===== src/hdl/dsq_pkg.sv =====
// Shared constants and types of the dual converter hold queue and read-out block
package dsq_pkg;
    localparam int PAIRS      = 3;
    localparam int RES_W      = 12;
    localparam int CHAN_W     = 3;
    localparam int BYTE_W     = 8;
    localparam int WORDS      = 6;
    localparam int FIFO_DEPTH = 8;
    localparam int CLK_NS     = 10;

    typedef logic [1:0]        dsq_pair_t;
    typedef logic [4:0]        dsq_cnt_t;
    typedef logic [CHAN_W-1:0] dsq_chan_t;

    localparam dsq_pair_t PAIR_A = 2'h0;
    localparam dsq_pair_t PAIR_B = 2'h1;
    localparam dsq_pair_t PAIR_C = 2'h2;

    // Conversion timing in conversion clock cycles
    localparam dsq_cnt_t BUSY_CYCLES  = 5'h0d;
    localparam dsq_cnt_t LATCH_CYCLE  = 5'h0c;
    localparam dsq_cnt_t CYCLE_CYCLES = 5'h10;

    // Address and mode codes
    localparam dsq_chan_t SEL_LAST_DIRECT = 3'h5;
    localparam dsq_chan_t SEL_CYCLE       = 3'h6;
    localparam dsq_chan_t SEL_FIFO        = 3'h7;
    localparam dsq_chan_t CHAN_FIRST      = 3'h0;

    typedef struct packed {
        logic            valid;
        dsq_chan_t       chan;
        logic [RES_W-1:0] data;
    } dsq_word_t;

    typedef struct packed {
        dsq_chan_t       chan;
        logic [RES_W-1:0] data;
    } dsq_entry_t;

    localparam int ENTRY_W = $bits(dsq_entry_t);

    typedef struct packed {
        logic      rd_n;
        logic      cs_n;
        dsq_chan_t sel;
        logic      byte_mode;
    } dsq_bus_ctl_t;

    typedef enum logic [2:0] {
        ST_IDLE = 3'b001,
        ST_CONV = 3'b010,
        ST_ACQ  = 3'b100
    } dsq_state_t;
endpackage


===== src/hdl/dsq_sync.sv =====
// Two flip-flop synchroniser for a group of pin inputs
`timescale 1ns/100ps
`default_nettype none
module dsq_sync #(
    parameter int        WIDTH = 1,
    parameter logic [WIDTH-1:0] INIT = '1
) (
    input  wire logic             ref_clk,
    input  wire logic             sys_rst,
    input  wire logic [WIDTH-1:0] pin_in,
    output logic      [WIDTH-1:0] sync_out
);
    logic [WIDTH-1:0] meta_reg;

    always_ff @(posedge ref_clk) begin
        if (sys_rst) begin
            meta_reg <= INIT;
            sync_out <= INIT;
        end else begin
            meta_reg <= pin_in;
            sync_out <= meta_reg;
        end
    end
endmodule
`default_nettype wire


===== src/hdl/dsq_fifo.sv =====
// Result FIFO with valid/ready on both sides
`timescale 1ns/100ps
`default_nettype none
module dsq_fifo #(
    parameter int WIDTH = 15,
    parameter int DEPTH = 8
) (
    input  wire logic             ref_clk,
    input  wire logic             sys_rst,
    input  wire logic             in_valid,
    output logic                  in_ready,
    input  wire logic [WIDTH-1:0] in_data,
    output logic                  out_valid,
    input  wire logic             out_ready,
    output logic      [WIDTH-1:0] out_data
);
    localparam int AW = $clog2(DEPTH);

    logic [WIDTH-1:0] mem [DEPTH];
    logic [AW:0]      wr_ptr_reg;
    logic [AW:0]      rd_ptr_reg;
    logic             do_wr;
    logic             do_rd;

    assign in_ready  = (wr_ptr_reg - rd_ptr_reg) != (AW+1)'(DEPTH);
    assign out_valid = wr_ptr_reg != rd_ptr_reg;
    assign out_data  = mem[rd_ptr_reg[AW-1:0]];
    assign do_wr     = in_valid && in_ready;
    assign do_rd     = out_valid && out_ready;

    always_ff @(posedge ref_clk) begin
        if (do_wr) begin
            mem[wr_ptr_reg[AW-1:0]] <= in_data;
        end
    end

    always_ff @(posedge ref_clk) begin
        if (sys_rst) begin
            wr_ptr_reg <= '0;
            rd_ptr_reg <= '0;
        end else begin
            if (do_wr) begin
                wr_ptr_reg <= wr_ptr_reg + 1'b1;
            end
            if (do_rd) begin
                rd_ptr_reg <= rd_ptr_reg + 1'b1;
            end
        end
    end
endmodule
`default_nettype wire


===== src/hdl/dsq_top.sv =====
// Hold queue, conversion sequencer and result read-out of a dual 12-bit converter
// Behaviour
// RL1: Reset clears outputs, aborts conversion, resamples all
// RL2: Busy low thirteen cycles, rises after latch
// RL3: Conversion cycle occupies at least sixteen cycles
// RL4: Falling strobe holds pair, conversion queued
// RL5: Same-cycle strobes convert A, then B, C
// RL6: Strobe edges assigned to one clock cycle
// RL7: Strobes edge triggered, held low starts nothing
// RL8: Further edges ignored until conversion done
// RL9: Host waits 175ns after busy before hold
// RL10: Bus driven only with select and strobe low
// RL11: Result latched 12.5 cycles after busy falls; code latches 13 cycles after, on the edge busy rises
// RL12: Host holds late reads low 50ns
// RL13: Bit 15 flags valid data
// RL14: Bits 14..12 carry source channel code
// RL15: Result on bits 11..0, MSB first
// RL16: Byte mode: low byte, then high byte
// RL17: Direct codes 010/011 return B0/B1
// RL18: Works with chip select tied low
// RL19: Host avoids reads at hold edges
// RL20: Both channels of pair held and converted
// RL21: Code 110 cycles A0..C1, reset restarts
// RL22: Code 111 reads results in FIFO order
// RL23: Word mode presents full word each read
`timescale 1ns/100ps
`default_nettype none
module dsq_top (
    input  wire logic                     ref_clk,
    input  wire logic                     sys_rst,
    input  wire logic                     pair_one_hold_n,
    input  wire logic                     pair_two_hold_n,
    input  wire logic                     pair_three_hold_n,
    input  wire logic                     select_bit_2,
    input  wire logic                     select_bit_1,
    input  wire logic                     select_bit_0,
    input  wire logic                     rd_n,
    input  wire logic                     cs_n,
    input  wire logic                     byte_mode,
    input  wire logic [dsq_pkg::RES_W-1:0] conv_result_0,
    input  wire logic [dsq_pkg::RES_W-1:0] conv_result_1,
    output logic                          busy_n,
    output logic                          conv_start,
    output dsq_pkg::dsq_pair_t            conv_pair,
    output logic [dsq_pkg::PAIRS-1:0]     pair_hold,
    output dsq_pkg::dsq_word_t            data_out,
    output logic                          data_oe
);
    import dsq_pkg::*;

    logic [PAIRS-1:0] hold_n_s;
    logic [PAIRS-1:0] hold_d_reg;
    logic [PAIRS-1:0] hold_fall;
    logic [PAIRS-1:0] armed_reg;
    dsq_bus_ctl_t     ctl_s;
    dsq_pair_t        q_reg [PAIRS];
    dsq_pair_t        q_next [PAIRS];
    logic [1:0]       q_cnt_reg;
    logic [1:0]       q_cnt_next;
    dsq_state_t       state_reg;
    dsq_cnt_t         cnt_reg;
    dsq_pair_t        cur_pair_reg;
    logic [RES_W-1:0] res_reg [WORDS];
    logic [WORDS-1:0] res_valid_reg;
    dsq_entry_t       stg_reg [2];
    logic [1:0]       stg_cnt_reg;
    logic             latch_now;
    logic             fifo_in_ready;
    logic             fifo_out_valid;
    dsq_entry_t       fifo_out_data;
    logic             rd_act;
    logic             rd_act_d_reg;
    logic             rd_end;
    logic             word_done;
    logic             byte_ph_reg;
    dsq_chan_t        cyc_ptr_reg;
    dsq_word_t        sel_word;

    // Hold strobes and bus controls come from pins: synchronise before use
    dsq_sync #(
        .WIDTH (PAIRS),
        .INIT  ('1)
    ) u_hold_sync (
        .ref_clk  (ref_clk),
        .sys_rst  (sys_rst),
        .pin_in   ({pair_three_hold_n, pair_two_hold_n, pair_one_hold_n}),
        .sync_out (hold_n_s)
    );

    dsq_sync #(
        .WIDTH ($bits(dsq_bus_ctl_t)),
        .INIT  ({1'b1, 1'b1, 3'h0, 1'b0})
    ) u_ctl_sync (
        .ref_clk  (ref_clk),
        .sys_rst  (sys_rst),
        .pin_in   ({rd_n, cs_n, select_bit_2, select_bit_1, select_bit_0, byte_mode}),
        .sync_out (ctl_s)
    );

    // Edge detect on synchronised strobes; a low level alone does nothing
    always_ff @(posedge ref_clk) begin
        if (sys_rst) begin
            hold_d_reg <= '1;
        end else begin
            hold_d_reg <= hold_n_s; // RL6
        end
    end

    assign hold_fall = hold_d_reg & ~hold_n_s & armed_reg; // RL7 RL8

    // A pair stays held from its edge until its result is latched
    always_ff @(posedge ref_clk) begin
        if (sys_rst) begin
            armed_reg <= '1; // RL1
        end else begin
            for (int p = 0; p < PAIRS; p++) begin
                if (hold_fall[p]) begin
                    armed_reg[p] <= 1'b0; // RL4 RL8
                end else if (latch_now && cur_pair_reg == dsq_pair_t'(p)) begin
                    armed_reg[p] <= 1'b1;
                end
            end
        end
    end

    assign pair_hold = ~armed_reg; // RL20

    assign conv_start = state_reg == ST_IDLE && q_cnt_reg != 2'h0 && stg_cnt_reg == 2'h0;
    assign conv_pair  = q_reg[0];
    assign latch_now  = state_reg == ST_CONV && cnt_reg == LATCH_CYCLE;

    // Queue of held pairs; same-cycle edges enter in A, B, C order
    always_comb begin
        int n;
        n = int'(q_cnt_reg);
        for (int i = 0; i < PAIRS; i++) begin
            q_next[i] = q_reg[i];
        end
        if (conv_start) begin
            for (int i = 0; i < PAIRS - 1; i++) begin
                q_next[i] = q_reg[i+1];
            end
            n = n - 1;
        end
        for (int p = 0; p < PAIRS; p++) begin
            if (hold_fall[p] && n < PAIRS) begin
                q_next[n] = dsq_pair_t'(p); // RL5
                n = n + 1;
            end
        end
        q_cnt_next = n[1:0];
    end

    always_ff @(posedge ref_clk) begin
        if (sys_rst) begin
            q_cnt_reg <= 2'h0; // RL1
            for (int i = 0; i < PAIRS; i++) begin
                q_reg[i] <= PAIR_A;
            end
        end else begin
            q_cnt_reg <= q_cnt_next; // RL4
            for (int i = 0; i < PAIRS; i++) begin
                q_reg[i] <= q_next[i];
            end
        end
    end

    // Sequencer: busy phase, then acquisition until the cycle is complete
    always_ff @(posedge ref_clk) begin
        if (sys_rst) begin
            state_reg    <= ST_IDLE; // RL1
            cnt_reg      <= '0;
            cur_pair_reg <= PAIR_A;
        end else begin
            unique case (state_reg)
                ST_IDLE: begin
                    if (conv_start) begin
                        state_reg    <= ST_CONV;
                        cnt_reg      <= '0;
                        cur_pair_reg <= q_reg[0];
                    end
                end
                ST_CONV: begin
                    cnt_reg <= cnt_reg + 1'b1;
                    if (cnt_reg == BUSY_CYCLES - 1'b1) begin
                        state_reg <= ST_ACQ; // RL2
                    end
                end
                ST_ACQ: begin
                    cnt_reg <= cnt_reg + 1'b1;
                    if (cnt_reg == CYCLE_CYCLES - 1'b1) begin
                        state_reg <= ST_IDLE; // RL3
                    end
                end
                default: begin
                    state_reg <= ST_IDLE;
                end
            endcase
        end
    end

    assign busy_n = state_reg != ST_CONV; // RL2

    // Output registers, one per channel, indexed by channel code
    always_ff @(posedge ref_clk) begin
        if (sys_rst) begin
            res_valid_reg <= '0; // RL1
            for (int i = 0; i < WORDS; i++) begin
                res_reg[i] <= '0;
            end
        end else if (latch_now) begin
            res_reg[{cur_pair_reg, 1'b0}]       <= conv_result_0; // RL11 RL20
            res_reg[{cur_pair_reg, 1'b1}]       <= conv_result_1;
            res_valid_reg[{cur_pair_reg, 1'b0}] <= 1'b1;
            res_valid_reg[{cur_pair_reg, 1'b1}] <= 1'b1;
        end
    end

    // Staging of both words into the FIFO; a full FIFO holds off the next start
    always_ff @(posedge ref_clk) begin
        if (sys_rst) begin
            stg_cnt_reg <= 2'h0;
            stg_reg[0]  <= '0;
            stg_reg[1]  <= '0;
        end else if (latch_now) begin
            stg_cnt_reg <= 2'h2;
            stg_reg[0]  <= '{chan: {cur_pair_reg, 1'b0}, data: conv_result_0};
            stg_reg[1]  <= '{chan: {cur_pair_reg, 1'b1}, data: conv_result_1};
        end else if (stg_cnt_reg != 2'h0 && fifo_in_ready) begin
            stg_cnt_reg <= stg_cnt_reg - 1'b1;
            stg_reg[0]  <= stg_reg[1];
        end
    end

    dsq_fifo #(
        .WIDTH (ENTRY_W),
        .DEPTH (FIFO_DEPTH)
    ) u_fifo (
        .ref_clk   (ref_clk),
        .sys_rst   (sys_rst),
        .in_valid  (stg_cnt_reg != 2'h0),
        .in_ready  (fifo_in_ready),
        .in_data   (stg_reg[0]),
        .out_valid (fifo_out_valid),
        .out_ready (word_done && ctl_s.sel == SEL_FIFO), // RL22
        .out_data  (fifo_out_data)
    );

    // Read strobe handling; chip select may simply be tied low
    assign rd_act    = !ctl_s.cs_n && !ctl_s.rd_n; // RL10 RL18
    assign rd_end    = rd_act_d_reg && !rd_act;
    assign word_done = rd_end && (!ctl_s.byte_mode || byte_ph_reg); // RL16 RL23
    assign data_oe   = rd_act; // RL10

    always_ff @(posedge ref_clk) begin
        if (sys_rst) begin
            rd_act_d_reg <= 1'b0;
        end else begin
            rd_act_d_reg <= rd_act;
        end
    end

    always_ff @(posedge ref_clk) begin
        if (sys_rst) begin
            byte_ph_reg <= 1'b0;
        end else if (!ctl_s.byte_mode) begin
            byte_ph_reg <= 1'b0;
        end else if (rd_end) begin
            byte_ph_reg <= !byte_ph_reg; // RL16
        end
    end

    always_ff @(posedge ref_clk) begin
        if (sys_rst) begin
            cyc_ptr_reg <= CHAN_FIRST; // RL21
        end else if (word_done && ctl_s.sel == SEL_CYCLE) begin
            if (cyc_ptr_reg == SEL_LAST_DIRECT) begin
                cyc_ptr_reg <= CHAN_FIRST;
            end else begin
                cyc_ptr_reg <= cyc_ptr_reg + 1'b1; // RL21
            end
        end
    end

    // Word selection by address/mode code
    always_comb begin
        dsq_chan_t ch;
        ch = ctl_s.sel;
        if (ctl_s.sel == SEL_CYCLE) begin
            ch = cyc_ptr_reg;
        end
        sel_word = '{valid: res_valid_reg[ch], chan: ch, data: res_reg[ch]}; // RL14 RL15 RL17
        if (ctl_s.sel == SEL_FIFO) begin
            sel_word = '{valid: fifo_out_valid, chan: fifo_out_data.chan,
                         data: fifo_out_data.data}; // RL13 RL22
        end
    end

    // Data leaves from a register; refreshed every cycle so late results show
    always_ff @(posedge ref_clk) begin
        if (sys_rst) begin
            data_out <= '0; // RL1
        end else if (ctl_s.byte_mode && !byte_ph_reg) begin
            data_out <= dsq_word_t'({BYTE_W'(0), sel_word[BYTE_W-1:0]}); // RL16
        end else if (ctl_s.byte_mode) begin
            data_out <= dsq_word_t'({BYTE_W'(0), sel_word[2*BYTE_W-1:BYTE_W]});
        end else begin
            data_out <= sel_word; // RL23
        end
    end

    // Helper counters for the checks below
    dsq_cnt_t lo_cnt_reg;
    dsq_cnt_t gap_cnt_reg;

    always_ff @(posedge ref_clk) begin
        if (sys_rst || busy_n) begin
            lo_cnt_reg <= '0;
        end else if (lo_cnt_reg != '1) begin
            lo_cnt_reg <= lo_cnt_reg + 1'b1;
        end
    end

    always_ff @(posedge ref_clk) begin
        if (sys_rst) begin
            // Reset aborts the cycle, so a start right after it is legal
            gap_cnt_reg <= CYCLE_CYCLES;
        end else if (conv_start) begin
            gap_cnt_reg <= 5'h01;
        end else if (gap_cnt_reg != '1) begin
            gap_cnt_reg <= gap_cnt_reg + 1'b1;
        end
    end
endmodule
`default_nettype wire


===== config.mk =====
export PLATFORM = sky130hd
export DESIGN_NAME = dsq_top
export DESIGN_NICKNAME = d
export VERILOG_FILES = /design/src/hdl/dsq_pkg.sv /design/src/hdl/dsq_sync.sv /design/src/hdl/dsq_fifo.sv /design/src/hdl/dsq_top.sv
export SDC_FILE = /design/constraint.sdc
export NUM_CORES = 1
export LEC_CHECK = 0
export BUFFER_PORTS_ARGS = -buffer_cell sky130_fd_sc_hd__buf_2
export CORE_MARGIN = 3
export CORE_UTILIZATION = 40
export DETAILED_ROUTE_END_ITERATION = 10
export PLACE_DENSITY = 0.67
export SLEW_MARGIN = 20
export SYNTH_ARGS = -nofsm -noshare
export SYNTH_HDL_FRONTEND = slang
export SYNTH_SLANG_ARGS = --single-unit

===== constraint.sdc =====
create_clock -name ref_clk -period 4.75 [get_ports ref_clk]
set_input_delay 0.475 -clock ref_clk [delete_from_list [all_inputs] [get_ports ref_clk]]
set_output_delay 0.475 -clock ref_clk [all_outputs]
set_load 0.02 [all_outputs]

==> summary.txt <==
Cells and area
  • Sequential cell area: 0.00903 mm2
  • Number of fillers in the final layout: 2,935
  • Diode insertion count for antenna repair: 0
  • Final non-filler cell area: 0.0157 mm2
  • Fraction of final layout cells with drive strength greater than 1: 0.204
  • Number of flip-flops in the largest register: 120
  • Synthesis-to-layout area growth: 14.2%
  • Combined area of the multi-input logic cells: 0.00444 mm2
  • Final core utilization: 0.467
  • Number of nets in the finished design: 1,131

Detailed routing
  • Via density per instance: 5.33
  • Number of detailed-route iterations in the first pass: 5
  • DRC violation count after routing: 0
  • Post-Route M1 WL: 13.2 mm
  • Post-detailed-route wirelength per cell: 19.7 um
  • Routed via count: 8,208
  • Violation count after the first detailed-route iteration: 670
  • Number of antenna-violating nets in the routed design: 0
  • Top sig layer: met4
  • Routed wire length on met2: 14.7 mm
  • Met3 WL: 1.82 mm
  • Total wirelength of the detailed-routed design: 30.4 mm

Synthesis
  • Post-Syn Area per Cell: 13.6 um2
  • Cell types occupying the most area after synthesis: edfxtp_1 (54%), dfxtp_1 (12%), mux4_2 (5.2%), ha_1 (2.5%), nor2_1 (2.3%)
  • Yosys Warn Count: 0
  • Main flop type after synthesis: edfxtp_1
  • Number of distinct library cell variants in the gate-level netlist after synthesis: 70
  • Proportion of synthesized flip-flops having asynchronous set or reset: 0
  • Library cell with the highest instance count after synthesis: edfxtp_1
  • Netlist area before placement: 0.0138 mm2
  • Area fraction of the dominant cell type after synthesis: 0.536
  • Top post-synthesis cells by count: edfxtp_1 (246), nor2_1 (86), dfxtp_1 (82), nand2_1 (72), and3_1 (46)
  • Seq/Total Area, Yosys: 0.655
  • Yosys reg bits: 328
  • Post-synth top area cell: edfxtp_1
  • Synth Instances: 1,013
  • EDFF count, synth: 246
  • Syn Nets: 1,075

Placed design
  • Worst slack at placement: -0.0208 ns
  • Area after DPL: 0.0146 mm2
  • Placer's final routability congestion estimate: 0.817
  • Quantity of I/O buffers inserted on ports: 58
  • Detail Placement HPWL: 19.7 mm

Die
  • Total core area: 0.0337 mm2
  • Overall die height: 192 um
  • Die area: 0.0367 mm2
  • Ports placed on the boundary: 59
  • Initial cell density of the core: 0.409
  • Die X: 192 um
  • Row cnt: 67

Worst setup path
  • Endpoint type of the worst setup path: register
  • Reg-to-reg setup timing slack: 0.26 ns
  • CP max FO: 4
  • Worst reg2reg path startpoint: q_cnt_reg[0]
  • R2r endpoint: q_cnt_reg[0]
  • Number of cell instances on the worst register-to-register path: 21
  • Startpoint type of the worst setup path: register
  • Critical path data arrival time: 4.89 ns
  • Worst Path Required: 5.15 ns
  • Crit path kind: reg -> reg

Clock tree
  • Clock network latency to the later pin of the worst-skew pair: 0.53 ns
  • Cts bufs inserted: 35
  • Number of buffers between clock root and the deepest sink: 3
  • Worst-path clk slew: 0.06 ns
  • H-tree lvl count: 2
  • # clock sinks: 328
  • CTS tree: done
  • Clock tree root buffer cell: clkbuf_16

Pwr
  • Clock Power Share: 0.331
  • Sequential fraction of design power: 0.469
  • Internal: 5580 uW
  • Leak: 0.00574 uW
  • Power, Total: 7760 uW
  • VDD IR max: 263 uV
  • Gate power share: 0.200
  • Switch share: 0.281
  • Net Sw Power: 2180 uW
  • Power density over cell area: 493 mW/mm2

Global routing
  • Maximum number of pins on one net before global-route repair: 64
  • Via count of the first global-routing pass: 8,263
  • Aggregate global-route resource usage: 0.166
  • Global-route wire length before repair: 47.1 mm
  • Congestion Overflow GR: 0
  • Number of antenna violations at the first check in global routing: 0

Worst hold path
  • Hold path cells: 2
  • Class of the tightest hold or removal check: in -> reg
  • Worst min-delay path endpoint: u_ctl_sync.meta_reg[4]
  • Hold path start: cs_n

Flow run
  • Number of max-cap violations: 0

STA
  • Tcrit/Tclk final: 0.945
  • Actual slew at the worst max-slew pin: 1.06 ns
  • Setup slack of the critical path after layout: 0.260 ns
  • Highest clock rate: 0.223 GHz
  • Final hold violation count: 0
  • Setup violations, final: 0
  • Worst Hold Slack: 0.130 ns
  • Total count of max-transition violations in the final report: 0
  • Clock skew after layout: 0.0297 ns
  • Worst max-slew margin expressed relative to the limit: 0.295
  • Fin crit period: 4.49 ns

Status
  • Result of the run: finished clean
## worst max-delay path by stage
| stage | end | slack, ns | from |
|---|---|---|---|
| 3_3_place_gp | q_cnt_reg[0] | 0.18 | q_cnt_reg[0] |
| 6_report | q_cnt_reg[0] | 0.26 | q_cnt_reg[0] |
| 3_5_place_dp | q_cnt_reg[0] | -0.02 | q_cnt_reg[0] |
| 4_1_cts | q_cnt_reg[0] | 0.01 | q_cnt_reg[0] |
| 2_1_floorplan | q_cnt_reg[0] | 0.35 | q_cnt_reg[0] |
| 5_1_grt | q_cnt_reg[0] | -0.01 | q_cnt_reg[0] |
## power groups by stage
| stage | Clock (uW) | Combinational (uW) | Sequential, uW |
|---|---|---|---|
| global placement | 0 | 1420 | 3670 |
| finish | 2570 | 1550 | 3640 |
| CTS | 2620 | 1470 | 3630 |
| detailed placement | 0 | 1450 | 3690 |
| global route | 2740 | 1700 | 3670 |
| floorplan | 0 | 1030 | 3630 |
## critical path, stage by stage (launching register included)
cell	delay, ns
dfxtp_2	0.35
inv_1	0.08
ha_1	0.21
nand4bb_4	0.24
or3_4	0.35
and2_4	0.20
inv_1	0.08
ha_2	0.19
ha_2	0.18
nand4bb_4	0.18
nor2_1	0.07
a21o_4	0.20
ha_2	0.21
a311oi_4	0.35
mux2i_2	0.28
inv_1	0.09
ha_1	0.23
a31oi_2	0.18
and2_1	0.18
nand2_1	0.05
o21ai_1	0.12
mux2_2	0.36
## routing by layer
metal | track usage | up-vias
li1 | - | 3853
met1 | 0.224 | 4073
met2 | 0.273 | 244
met3 | 0.0329 | 38
met4 | 0.0491 | 0
met5 | 0 | -
## stage by stage
step,std cells,TNS (ns)
after detailed placement,1478,-0.0208
after global routing,1541,-0.0134
after floorplan,1013,0
final,1541,0
after global placement,1478,0
after CTS,1539,0
## timing repair
action | CTS | global route
hold buffers | 0 | 0
buffers inserted | 0 | 2
pin swaps | 0 | 2
endpoints found under the setup margin | 1 | 8
gates resized for setup | 1 | 11
## final cells by class
class,count,area share
repair buffers,81,0.0294
clock buffers,50,0.0612
inverters,37,0.00883
well taps,448,0.0356
flip-flops and latches,328,0.574
clock inverters,11,0.00780
multi-input cells,586,0.283
## logic make-up (layout without fill, tap and decap cells)
logic type                 Yosys count  after routing  synth area share
DFF                                328            328             0.655
adders and majority gates           27             27            0.0245
AOI/OAI and AO/OA                  148            148            0.0763
buffers and inverters               99            179            0.0304
muxes                               67             67            0.0788
and+or+nand+nor                    328            328             0.123
xor gates and xnor gates            16             16            0.0115
## cells in the final DEF, fill, tap and decap left out, drive strengths merged, types with 4 or more instances in the layout
cell type and instances:
o21ai 26, xor2 6, mux2i 23, nand3 5
edfxtp 246, buf 81, a31oi 12, clkbuf 50
nor2b 13, a221oi 6, a22o 12, a221o 4
dfxtp 82, nand3b 5, mux2 12, clkinv 8
a311oi 7, nand2b 9, nor2 88, and2 26
and3 46, mux4 32, a21boi 5, xnor2 10
a211oi 21, ha 27, inv 38, a21oi 31
nor3b 6, nand2 73, a22oi 6, nor3 19
or2 20
Power figures use the tool's default switching activity.
